[src/include/icm_pkg.sv]
// constants, states and limit tables for the indicator configuration menu
// assumes one 25 MHz clock and a 1 ms tick derived from it
package icm_pkg;
    localparam int CLK_HZ = 25_000_000;
    localparam int TICK_US = 1000;
    localparam int TICK_CYC = CLK_HZ / 1_000_000 * TICK_US;
    localparam int INACT_S = 60;
    localparam int INACT_TICKS = INACT_S * 1_000_000 / TICK_US;
    localparam int HOLD_MS = 1000;
    localparam int ENTRY_MS = 2000;
    localparam int FAST_MS = 2000;
    localparam int REP_SLOW_MS = 200;
    localparam int REP_FAST_MS = 40;
    localparam int SAMPLE_MS = 10;
    localparam int HOLD_TICKS = HOLD_MS * 1000 / TICK_US;
    localparam int ENTRY_TICKS = ENTRY_MS * 1000 / TICK_US;
    localparam int FAST_TICKS = FAST_MS * 1000 / TICK_US;
    localparam int REP_SLOW_TICKS = REP_SLOW_MS * 1000 / TICK_US;
    localparam int REP_FAST_TICKS = REP_FAST_MS * 1000 / TICK_US;
    localparam int SAMPLE_TICKS = SAMPLE_MS * 1000 / TICK_US;
    // parameter slots
    localparam int NPARAM = 7;
    localparam int P_TYPE = 0;
    localparam int P_SENS = 1;
    localparam int P_DP = 2;
    localparam int P_DLO = 3;
    localparam int P_DHI = 4;
    localparam int P_LIM = 5;
    localparam int P_FILTER_TIME_MENU = 6;
    localparam logic [2:0] P_NONE = 3'h7;
    // input types
    localparam logic [15:0] VOLTAGE_INPUT_TYPE = 16'h0000;
    localparam logic [15:0] CURRENT_INPUT_TYPE = 16'h0001;
    localparam logic [15:0] RTD_INPUT_TYPE = 16'h0002;
    localparam logic [15:0] THERMOCOUPLE_INPUT_TYPE = 16'h0003;
    localparam logic [15:0] FREQUENCY_INPUT_TYPE = 16'h0004;
    localparam logic [15:0] ROTATION_INPUT_TYPE = 16'h0005;
    localparam logic [15:0] COUNT_UP_INPUT_TYPE = 16'h0006;
    localparam logic [15:0] COUNT_DOWN_INPUT_TYPE = 16'h0007;
    localparam logic [15:0] SERIAL_INTERFACE_TYPE = 16'h0008;
    // range limit modes
    localparam logic [15:0] LIMIT_OFF_MODE = 16'h0000;
    localparam logic [15:0] LIMIT_ERROR_MODE = 16'h0001;
    localparam logic [15:0] LIMIT_CLAMP_MODE = 16'h0002;
    // value ranges
    localparam logic [15:0] SENS_MAX_VOLT = 16'h0003;
    localparam logic [15:0] SENS_MAX_CURR = 16'h0001;
    localparam logic [15:0] DP_MAX = 16'h0003;
    localparam logic [15:0] DISP_MIN = 16'hF831;
    localparam logic [15:0] DISP_MAX = 16'h270F;
    localparam logic [15:0] FILTER_TIME_MENU_MIN = 16'h0001;
    localparam logic [15:0] FILTER_TIME_MENU_MAX = 16'h00C8;
    // measurement span in 1/10000 of selected range, margin 10 %
    localparam int SPAN_FULL = 10000;
    localparam int MARGIN = 1000;
    localparam logic [1:0] ERR_NONE = 2'h0;
    localparam logic [1:0] ERR_HIGH = 2'h1;
    localparam logic [1:0] ERR_LOW = 2'h2;
    // factory defaults per slot
    localparam logic [15:0] DEF_VAL [NPARAM] = '{16'h0000, 16'h0000, 16'h0002,
        16'h0000, 16'h03E8, 16'h0000, 16'h000A};
    // register byte offsets
    localparam logic [7:0] REG_MEAS = 8'h00;
    localparam logic [7:0] REG_STATUS = 8'h04;
    localparam logic [7:0] REG_CFG = 8'h08;
    localparam logic [7:0] REG_SCALE = 8'h0C;
    localparam logic [7:0] REG_FILTER_TIME_MENU = 8'h10;
    localparam logic [7:0] REG_DISP = 8'h14;
    typedef enum logic [8:0] {
        ST_IDLE = 9'h001,
        ST_INP = 9'h002,
        ST_SENS = 9'h004,
        ST_DP = 9'h008,
        ST_DLO = 9'h010,
        ST_DHI = 9'h020,
        ST_LIM = 9'h040,
        ST_FILTER_TIME_MENU = 9'h080,
        ST_OUTPUT_CONFIG_MENU = 9'h100
    } icm_state_t;
    // lower limit of each slot
    function automatic logic [15:0] icm_lo(input int idx);
        if (idx == P_DLO || idx == P_DHI)
            return DISP_MIN;
        if (idx == P_FILTER_TIME_MENU)
            return FILTER_TIME_MENU_MIN;
        return 16'h0000;
    endfunction
    // upper limit of each slot, sensor range depends on type
    function automatic logic [15:0] icm_hi(input int idx, input logic [15:0] typ);
        case (idx)
            P_TYPE: return SERIAL_INTERFACE_TYPE;
            P_SENS: return (typ == VOLTAGE_INPUT_TYPE) ? SENS_MAX_VOLT :
                (typ == CURRENT_INPUT_TYPE) ? SENS_MAX_CURR : 16'h0000;
            P_DP: return DP_MAX;
            P_LIM: return LIMIT_CLAMP_MODE;
            P_FILTER_TIME_MENU: return FILTER_TIME_MENU_MAX;
            default: return DISP_MAX;
        endcase
    endfunction
endpackage

[src/logic/icm_top.sv]
// three-button configuration menu with scaling, range limit and filter
// buttons are synchronous, active high; selftest_done_in high after segment test
`timescale 1ns/1ns
`default_nettype none
module icm_top
    import icm_pkg::*;
#(
    parameter int TICK_CYC_P = TICK_CYC,
    parameter int INACT_T_P = INACT_TICKS
) (
    input wire logic core_clk_in,
    input wire logic rst_n_in,
    input wire logic ce_in,
    input wire logic btn_left_in,
    input wire logic btn_mid_in,
    input wire logic btn_right_in,
    input wire logic selftest_done_in,
    input wire logic [7:0] addr_in,
    input wire logic [31:0] wdata_in,
    input wire logic wr_in,
    input wire logic rd_in,
    output logic [31:0] rd_data_out,
    output logic [8:0] menu_out,
    output logic editing_out,
    output logic [15:0] edit_value_out,
    output logic in_config_out,
    output logic defaults_out,
    output logic [15:0] disp_value_out,
    output logic [1:0] disp_err_out,
    output logic [1:0] disp_dp_out
);
    localparam logic [15:0] HOLD_T = 16'(HOLD_TICKS);
    localparam logic [15:0] ENTRY_T = 16'(ENTRY_TICKS);
    localparam logic [15:0] FAST_T = 16'(HOLD_TICKS + FAST_TICKS);
    // by this hold count at least one fast repeat has fired
    localparam logic [15:0] FAST_SET_T = 16'(HOLD_TICKS + FAST_TICKS + REP_FAST_TICKS);
    localparam logic [15:0] SLOW_P = 16'(REP_SLOW_TICKS - 1);
    localparam logic [15:0] FAST_P = 16'(REP_FAST_TICKS - 1);
    localparam logic [15:0] INACT_T = 16'(INACT_T_P);
    localparam logic [15:0] TICK_T = 16'(TICK_CYC_P - 1);
    localparam logic [3:0] SAMP_T = 4'(SAMPLE_TICKS - 1);
    localparam logic signed [15:0] S_HI = 16'(SPAN_FULL);
    localparam logic signed [15:0] S_OVR = 16'(SPAN_FULL + MARGIN);
    localparam logic signed [15:0] S_UND = -16'(MARGIN);
    localparam logic signed [33:0] S_DIV = 34'(SPAN_FULL);

    icm_state_t state_r, state_nxt;
    logic edit_r, edit_nxt, need_rel_r, dflt_r;
    logic [2:0] btn_prev_r;
    logic [15:0] tick_cnt_r, hold_r, rep_r, idle_r;
    logic [3:0] samp_r;
    logic [15:0] sess_r [NPARAM];
    logic [15:0] cur_r [NPARAM];
    logic [15:0] sn_a [NPARAM];
    logic [15:0] lo_a [NPARAM];
    logic [15:0] hi_a [NPARAM];
    logic [15:0] up_a [NPARAM];
    logic [15:0] dn_a [NPARAM];
    logic [15:0] meas_r, filter_time_menu_y_r;

    // button edges, tick and timers
    wire lp = btn_left_in & ~btn_prev_r[0];
    wire mp = btn_mid_in & ~btn_prev_r[1];
    wire rp = btn_right_in & ~btn_prev_r[2];
    wire any_btn = btn_left_in | btn_mid_in | btn_right_in;
    wire tick = (tick_cnt_r == TICK_T);
    wire in_cfg = (state_r != ST_IDLE);
    wire held = btn_mid_in | btn_right_in;
    wire rep_fast = (hold_r >= FAST_T);
    wire [15:0] rep_per = rep_fast ? FAST_P : SLOW_P;
    wire rep_fire = tick & held & (hold_r >= HOLD_T) & (rep_r >= rep_per);
    wire abort = in_cfg & (idle_r >= INACT_T);
    wire entry = (state_r == ST_IDLE) & selftest_done_in & btn_mid_in
        & (hold_r >= ENTRY_T);

    // slot selected by the current menu label
    wire [2:0] sel_w = (state_r == ST_INP) ? 3'(P_TYPE) :
        (state_r == ST_SENS) ? 3'(P_SENS) :
        (state_r == ST_DP) ? 3'(P_DP) :
        (state_r == ST_DLO) ? 3'(P_DLO) :
        (state_r == ST_DHI) ? 3'(P_DHI) :
        (state_r == ST_LIM) ? 3'(P_LIM) :
        (state_r == ST_FILTER_TIME_MENU) ? 3'(P_FILTER_TIME_MENU) : P_NONE;

    // step requests, blocked until the entry hold is released
    wire ok_step = in_cfg & ~need_rel_r & ~lp & ~abort & (sel_w != P_NONE);
    wire step_up = ok_step & (mp | (rep_fire & btn_mid_in));
    wire step_dn = ok_step & ~step_up & (rp | (rep_fire & btn_right_in));
    wire stepped = step_up | step_dn;
    wire resets_later = stepped & (sel_w <= 3'(P_SENS));
    wire save = (state_r == ST_OUTPUT_CONFIG_MENU) & lp & ~abort;
    wire is_analog = (sess_r[P_TYPE] == VOLTAGE_INPUT_TYPE)
        | (sess_r[P_TYPE] == CURRENT_INPUT_TYPE);

    // per slot limits, wrap stepping and next value
    for (genvar i = 0; i < NPARAM; i++)
    begin : g_par
        assign lo_a[i] = icm_lo(i);
        assign hi_a[i] = icm_hi(i, sess_r[P_TYPE]);
        assign up_a[i] = ($signed(sess_r[i]) >= $signed(hi_a[i])) ? lo_a[i]
            : sess_r[i] + 16'h0001;
        assign dn_a[i] = ($signed(sess_r[i]) <= $signed(lo_a[i])) ? hi_a[i]
            : sess_r[i] - 16'h0001;
        assign sn_a[i] = entry ? cur_r[i] :
            (stepped && sel_w == 3'(i)) ? (step_up ? up_a[i] : dn_a[i]) :
            (resets_later && sel_w < 3'(i)) ? DEF_VAL[i] : sess_r[i];
        // session copy edited, committed copy kept until save
        always_ff @(posedge core_clk_in)
        begin
            if (!rst_n_in)
            begin
                sess_r[i] <= DEF_VAL[i];
                cur_r[i] <= DEF_VAL[i];
            end
            else if (ce_in)
            begin
                sess_r[i] <= sn_a[i];
                if (save)
                    cur_r[i] <= sess_r[i];
            end
        end
    end

    // menu walk; steps at a label open editing
    always_comb
    begin
        state_nxt = state_r;
        edit_nxt = edit_r;
        if (abort)
        begin
            state_nxt = ST_IDLE;
            edit_nxt = 1'b0;
        end
        else if (entry)
            state_nxt = ST_INP;
        else if (in_cfg && lp && edit_r)
            edit_nxt = 1'b0;
        else if (in_cfg && lp)
        begin
            unique case (state_r)
                ST_INP: state_nxt = is_analog ? ST_SENS : ST_OUTPUT_CONFIG_MENU;
                ST_SENS: state_nxt = ST_DP;
                ST_DP: state_nxt = ST_DLO;
                ST_DLO: state_nxt = ST_DHI;
                ST_DHI: state_nxt = ST_LIM;
                ST_LIM: state_nxt = ST_FILTER_TIME_MENU;
                ST_FILTER_TIME_MENU: state_nxt = ST_OUTPUT_CONFIG_MENU;
                ST_OUTPUT_CONFIG_MENU: state_nxt = ST_IDLE;
                ST_IDLE: state_nxt = ST_IDLE;
            endcase
        end
        else if (stepped)
            edit_nxt = 1'b1;
    end

    // state, buttons and entry-release latch
    always_ff @(posedge core_clk_in)
    begin
        if (!rst_n_in)
        begin
            state_r <= ST_IDLE;
            edit_r <= 1'b0;
            need_rel_r <= 1'b0;
            btn_prev_r <= 3'h0;
            dflt_r <= 1'b0;
        end
        else if (ce_in)
        begin
            state_r <= state_nxt;
            edit_r <= edit_nxt;
            btn_prev_r <= {btn_right_in, btn_mid_in, btn_left_in};
            need_rel_r <= entry | (need_rel_r & btn_mid_in);
            dflt_r <= ~entry & (dflt_r | resets_later) & ~abort;
        end
    end

    // tick divider, hold, repeat and inactivity counters
    always_ff @(posedge core_clk_in)
    begin
        if (!rst_n_in)
        begin
            tick_cnt_r <= 16'h0000;
            hold_r <= 16'h0000;
            rep_r <= 16'h0000;
            idle_r <= 16'h0000;
        end
        else if (ce_in)
        begin
            tick_cnt_r <= tick ? 16'h0000 : tick_cnt_r + 16'h0001;
            if (!held)
                hold_r <= 16'h0000;
            else if (tick && hold_r != 16'hFFFF)
                hold_r <= hold_r + 16'h0001;
            if (!held || rep_fire)
                rep_r <= 16'h0000;
            else if (tick && hold_r >= HOLD_T)
                rep_r <= rep_r + 16'h0001;
            if (any_btn || !in_cfg)
                idle_r <= 16'h0000;
            else if (tick)
                idle_r <= idle_r + 16'h0001;
        end
    end

    // first order low pass on the committed filter time
    wire [15:0] n_filter_time_menu = cur_r[P_FILTER_TIME_MENU];
    wire signed [16:0] diff_w = $signed({meas_r[15], meas_r}) - $signed({filter_time_menu_y_r[15], filter_time_menu_y_r});
    wire signed [16:0] q_w = diff_w / $signed({1'b0, n_filter_time_menu});
    wire samp = tick & (samp_r == SAMP_T);
    wire [15:0] f_w = (n_filter_time_menu == FILTER_TIME_MENU_MIN) ? meas_r : filter_time_menu_y_r;

    // scaling and range limit decision
    wire signed [15:0] dlo_w = $signed(cur_r[P_DLO]);
    wire signed [15:0] dhi_w = $signed(cur_r[P_DHI]);
    wire signed [16:0] span_w = $signed({dhi_w[15], dhi_w}) - $signed({dlo_w[15], dlo_w});
    wire signed [33:0] prod_w = span_w * $signed({f_w[15], f_w});
    wire signed [33:0] quo_w = prod_w / S_DIV;
    wire [15:0] scaled_w = cur_r[P_DLO] + quo_w[15:0];
    wire f_over = $signed(f_w) > S_OVR;
    wire f_under = $signed(f_w) < S_UND;
    wire f_high = $signed(f_w) > S_HI;
    wire f_low = $signed(f_w) < $signed(16'h0000);
    wire [15:0] lim_w = cur_r[P_LIM];
    wire err_hi = f_over | (lim_w == LIMIT_ERROR_MODE & f_high);
    wire err_lo = f_under | (lim_w == LIMIT_ERROR_MODE & f_low);
    wire clamp = (lim_w == LIMIT_CLAMP_MODE);
    wire [15:0] disp_w = (clamp & f_high) ? cur_r[P_DHI] :
        (clamp & f_low) ? cur_r[P_DLO] : scaled_w;
    wire [1:0] err_w = err_hi ? ERR_HIGH : err_lo ? ERR_LOW : ERR_NONE;

    // register read decode
    wire [31:0] rd_mux = (addr_in == REG_MEAS) ? {16'h0000, meas_r} :
        (addr_in == REG_STATUS) ? {21'h00_0000, in_cfg, edit_r, state_r} :
        (addr_in == REG_CFG) ? {cur_r[P_LIM][3:0], cur_r[P_DP][3:0],
            cur_r[P_SENS][3:0], cur_r[P_TYPE][3:0], 16'h0000} :
        (addr_in == REG_SCALE) ? {cur_r[P_DHI], cur_r[P_DLO]} :
        (addr_in == REG_FILTER_TIME_MENU) ? {16'h0000, cur_r[P_FILTER_TIME_MENU]} :
        (addr_in == REG_DISP) ? {14'h0000, err_w, disp_w} : 32'h0000_0000;

    // measurement write, filter state and bus read
    always_ff @(posedge core_clk_in)
    begin
        if (!rst_n_in)
        begin
            meas_r <= 16'h0000;
            filter_time_menu_y_r <= 16'h0000;
            samp_r <= 4'h0;
            rd_data_out <= 32'h0000_0000;
        end
        else if (ce_in)
        begin
            if (wr_in && addr_in == REG_MEAS)
                meas_r <= wdata_in[15:0];
            if (tick)
                samp_r <= samp ? 4'h0 : samp_r + 4'h1;
            if (samp)
                filter_time_menu_y_r <= filter_time_menu_y_r + q_w[15:0];
            rd_data_out <= rd_in ? rd_mux : 32'h0000_0000;
        end
    end

    // registered user outputs
    always_ff @(posedge core_clk_in)
    begin
        if (!rst_n_in)
        begin
            menu_out <= ST_IDLE;
            editing_out <= 1'b0;
            edit_value_out <= 16'h0000;
            in_config_out <= 1'b0;
            defaults_out <= 1'b0;
            disp_value_out <= 16'h0000;
            disp_err_out <= ERR_NONE;
            disp_dp_out <= 2'h0;
        end
        else if (ce_in)
        begin
            menu_out <= state_nxt;
            editing_out <= edit_nxt;
            edit_value_out <= (sel_w == P_NONE) ? 16'h0000 : sess_r[sel_w];
            in_config_out <= in_cfg;
            defaults_out <= save & dflt_r;
            disp_value_out <= disp_w;
            disp_err_out <= err_w;
            disp_dp_out <= cur_r[P_DP][1:0];
        end
    end

    wire [15:0] val_w = (sel_w == P_NONE) ? 16'h0000 : sess_r[sel_w];
    wire [15:0] up_w = (sel_w == P_NONE) ? 16'h0000 : up_a[sel_w];
    wire [15:0] dn_w = (sel_w == P_NONE) ? 16'h0000 : dn_a[sel_w];
    wire [15:0] lo_w = (sel_w == P_NONE) ? 16'h0000 : lo_a[sel_w];
    wire [15:0] hi_w = (sel_w == P_NONE) ? 16'h0000 : hi_a[sel_w];
endmodule
`default_nettype wire

[config.mk]
export PLATFORM = sky130hd
export DESIGN_NAME = icm_top
export DESIGN_NICKNAME = d
export VERILOG_FILES = /design/src/include/icm_pkg.sv /design/src/logic/icm_top.sv
export SDC_FILE = /design/constraint.sdc
export NUM_CORES = 2
export LEC_CHECK = 0
export BUFFER_PORTS_ARGS = -buffer_cell sky130_fd_sc_hd__buf_4
export CAP_MARGIN = 20
export CORE_MARGIN = 2
export CORE_UTILIZATION = 45
export DETAILED_ROUTE_END_ITERATION = 8
export PLACE_DENSITY = 0.71
export SLEW_MARGIN = 0
export SYNTH_ARGS = -nofsm -noshare
export SYNTH_HDL_FRONTEND = slang
export SYNTH_SLANG_ARGS = --single-unit
[constraint.sdc]
create_clock -name core_clk_in -period 48.9 [get_ports core_clk_in]
set_input_delay 7.335 -clock core_clk_in [delete_from_list [all_inputs] [get_ports core_clk_in]]
set_output_delay 7.335 -clock core_clk_in [all_outputs]
set_load 0.02 [all_outputs]
==> impl_metrics.yaml <==
placed_design:
  dp_slack_ns: 1.16
  numPortBuffers: 112
  placed_cell_area_um2: 53800
  place_congestion: 1.01
  placed_cells: 7852
  dp_hpwl_um: 128000
sta:
  worst_slew_pin_slew_ns: 1.27
  setup_viol: 0
  finalMaxSlewViolations: 0
  fin_skew_ns: 0.0499
  fin_crit_sh_pct: 93.5
  slew-limit-headroom_pct: 15.0
  worst_slack_ns: 3.20
  fmax_ghz: 0.0219
  post-route-min-period_ns: 45.70
  hold_viol_final: 0
grt:
  overflow: 0
  antenna_found_initial: 5
  grt_pass1_wl_um: 260000
  first_global_vias: 46051
  grtUsageTotal_pct: 27.6
  grt_max_degree: 67
logic_synthesis:
  synth_edf_count: 224
  synth-seq-cells: 409
  synth_area_um2: 51500
  synth_top_area_cell: "edfxtp_1"
  ys_seq_area_share_pct: 20.3
  synth.top_cells.by_count: "700 x nand2_1, 637 x nor2_1, 522 x inv_1, 382 x a21oi_1, 341 x ha_1"
  ys_top_cells_by_area: "edfxtp_1 13%, fa_1 11%, ha_1 8.3%"
  yosysWarnings: 0
  synth_top_area_share_pct: 13.1
  yosys_most_used_dff: "edfxtp_1"
  synthArstFlopShare_pct: 0
  syn_avg_cell_area_um2: 8.00
  yosysMostFrequentCell: "nand2_1"
  synth.distinct_cells: 153
  syn-instance-count: 6436
  synth_nets: 7099
cells_and_area:
  nets: 7068
  stdcell_count: 7955
  n_fill_cell: 11056
  syn_to_final_growth_pct: 8.03
  stdcell_area_um2: 55600
  drive_gt1_share_pct: 8.24
status:
  outcome: "complete, no violations"
power:
  max-vdd-ir-drop_uv: 28.9
  finalPower_uw: 874
  power_density_nw_per_um2: 15.7
  p_leak_uw: 0.0233
clock_tree:
  clkLatencyLatePin_ns: 0.63
  cts.reportedPaths.clkPinSlew_ns: 0.07
  cts_buffers: 45
  ctsHtreeMaxLevel: 2
  cts_tree: "built"
  cts.sinks: 409
  cts_max_path_buffers: 3
  clockRootBuffer: "clkbuf_16"
detailed_routing:
  vias: 48937
  first_iter_violations: 4696
  drc: 0
  drt_wl_total_um: 166000
  ant_nets: 0
  avgViaCountPerCell: 6.15
  wl_per_cell_um: 20.9
  first_pass_iters: 8
hold_path:
  hold_depth: 2
  hp-class: "reg2reg"
  hp-start: "edit_value_out[11]$_SDFFE_PN0P_"
  worst_hold_path.endpoint: "edit_value_out[11]$_SDFFE_PN0P_"
worst_setup_path:
  ff2ff_path_depth: 234
  reg2reg_to: "filter_time_menu_y_r[15]$_SDFFE_PN0P_"
  cp_slowest_stage_delay_ns: 0.41
  rrSetupSlack_ns: 3.20
  slowest_stage: "fa_1"
  timing_worst_setup_path_type: "reg2reg"
  arrival_ns: 46.23
  reg2reg_from: "filter_time_menu_y_r[0]$_SDFFE_PN0P_"
  cp-end-kind: "register"
  crit_top_cell: "o21a_1"
  crit_path_max_fanout: 32
  worst_setup_path_start_kind: "register"
  worst_ep_required_time_ns: 49.43
flow_run:
  cap_violations: 0
floorplanning:
  die_height_um: 342
  dieWidth_um: 342
  initial_core_util_pct: 45.2
  placementRows: 124
  num_io_pins: 129
  dieArea_um2: 117000
  core_um2: 114000
## power by group
group	switching, µW	leakage, µW	internal (µW)	total (µW)
Combinational	83.5	0.0189	45.5	129
Clock	151	0.000743	203	353
Sequential	19.9	0.00366	372	392
## cells in the final DEF (no fill, tap or decap), drive strengths merged, types with 83 or more instances in the layout
| master | n |
|---|---|
| a21o | 83 |
| o21ai | 285 |
| nor3 | 223 |
| dfxtp | 185 |
| inv | 525 |
| fa | 273 |
| o31ai | 109 |
| ha | 341 |
| xor2 | 141 |
| nand2 | 702 |
| edfxtp | 224 |
| and2 | 166 |
| nand3 | 160 |
| a31oi | 105 |
| buf | 224 |
| xnor2 | 216 |
| nor2 | 640 |
| o21a | 127 |
| a21oi | 396 |
## critical path, delay by kind of cell (launching register included)
family	cells	cell delay, ns
AND/OR/NAND/NOR	26	3.49
flip-flops	1	0.39
AO/OA/AOI/OAI	161	29.27
XOR/XNOR	2	0.26
adder cells (fa/ha/maj)	21	5.96
buffers and inverters	12	2.01
multiplexers	12	4.23
## logic make-up (layout without fill, tap and decap cells)
family,after synthesis,after routing,share of synthesized area (%)
AOI/OAI and AO/OA,1755,1756,24.3
xor gates and xnor gates,357,357,6.23
adders and majority gates,627,627,19.2
buffers and inverters,828,833,6.17
DFF,409,409,20.3
muxes,96,96,2.00
other,0,1,0
and+or+nand+nor,2364,2364,21.9
## flip-flops by register name, summed over array words and instances, names as in the netlist, 16 cells and up
signal	count
rd_data_out	32
meas_r	16
edit_value_out	16
filter_time_menu_y_r	16
rep_r	16
idle_r	16
hold_r	16
disp_value_out	16
cur_r	112
tick_cnt_r	16
sess_r	112
## worst max-delay path by stage
stage	from	end	cells past startpoint
final	filter_time_menu_y_r[0]$_SDFFE_PN0P_	filter_time_menu_y_r[15]$_SDFFE_PN0P_	234
after global routing	meas_r[0]$_SDFFE_PN0P_	filter_time_menu_y_r[15]$_SDFFE_PN0P_	236
after CTS	filter_time_menu_y_r[0]$_SDFFE_PN0P_	filter_time_menu_y_r[15]$_SDFFE_PN0P_	230
after detailed placement	filter_time_menu_y_r[0]$_SDFFE_PN0P_	filter_time_menu_y_r[15]$_SDFFE_PN0P_	229
after global placement	filter_time_menu_y_r[0]$_SDFFE_PN0P_	filter_time_menu_y_r[15]$_SDFFE_PN0P_	230
after floorplan	filter_time_menu_y_r[0]$_SDFFE_PN0P_	filter_time_menu_y_r[15]$_SDFFE_PN0P_	234
## routing by layer
metal | part of all wire [%] | global-route usage (%)
met1 | 42 | 36.6
met2 | 44 | 43.7
met3 | 9.4 | 5.78
met4 | 4.5 | 11.3
met5 | 0.020 | 0
## through the flow
step / util, % / setup TNS [ns] / hold slack, ns
after global placement: 47.3 / 0 / 0.435
after detailed placement: 47.3 / 0 / 0.437
final: 48.8 / 0 / 0.446
after CTS: 48.6 / 0 / 0.450
after global routing: 48.8 / -0.0363 / 0.473
after floorplan: - / 0 / 0.438
## layout make-up
cell class,instances,area (µm²),area share (%)
diodes,1,2.50,0.00450
clock buffers,66,1310,2.35
clock inverters,18,198,0.355
inverters,524,1970,3.54
multi-input cells,5200,38100,68.5
flip-flops and latches,409,10400,18.8
well taps,1512,1890,3.40
repair buffers,225,1720,3.08
## timing repair
item	4_1_cts	5_1_grt
endpoints found under the setup margin	0	15
setup buffers	0	11
gates resized for setup	0	29
hold buffers	0	0
hold endpoints to repair	0	0
No activity file was read; power rests on OpenSTA's default activity.
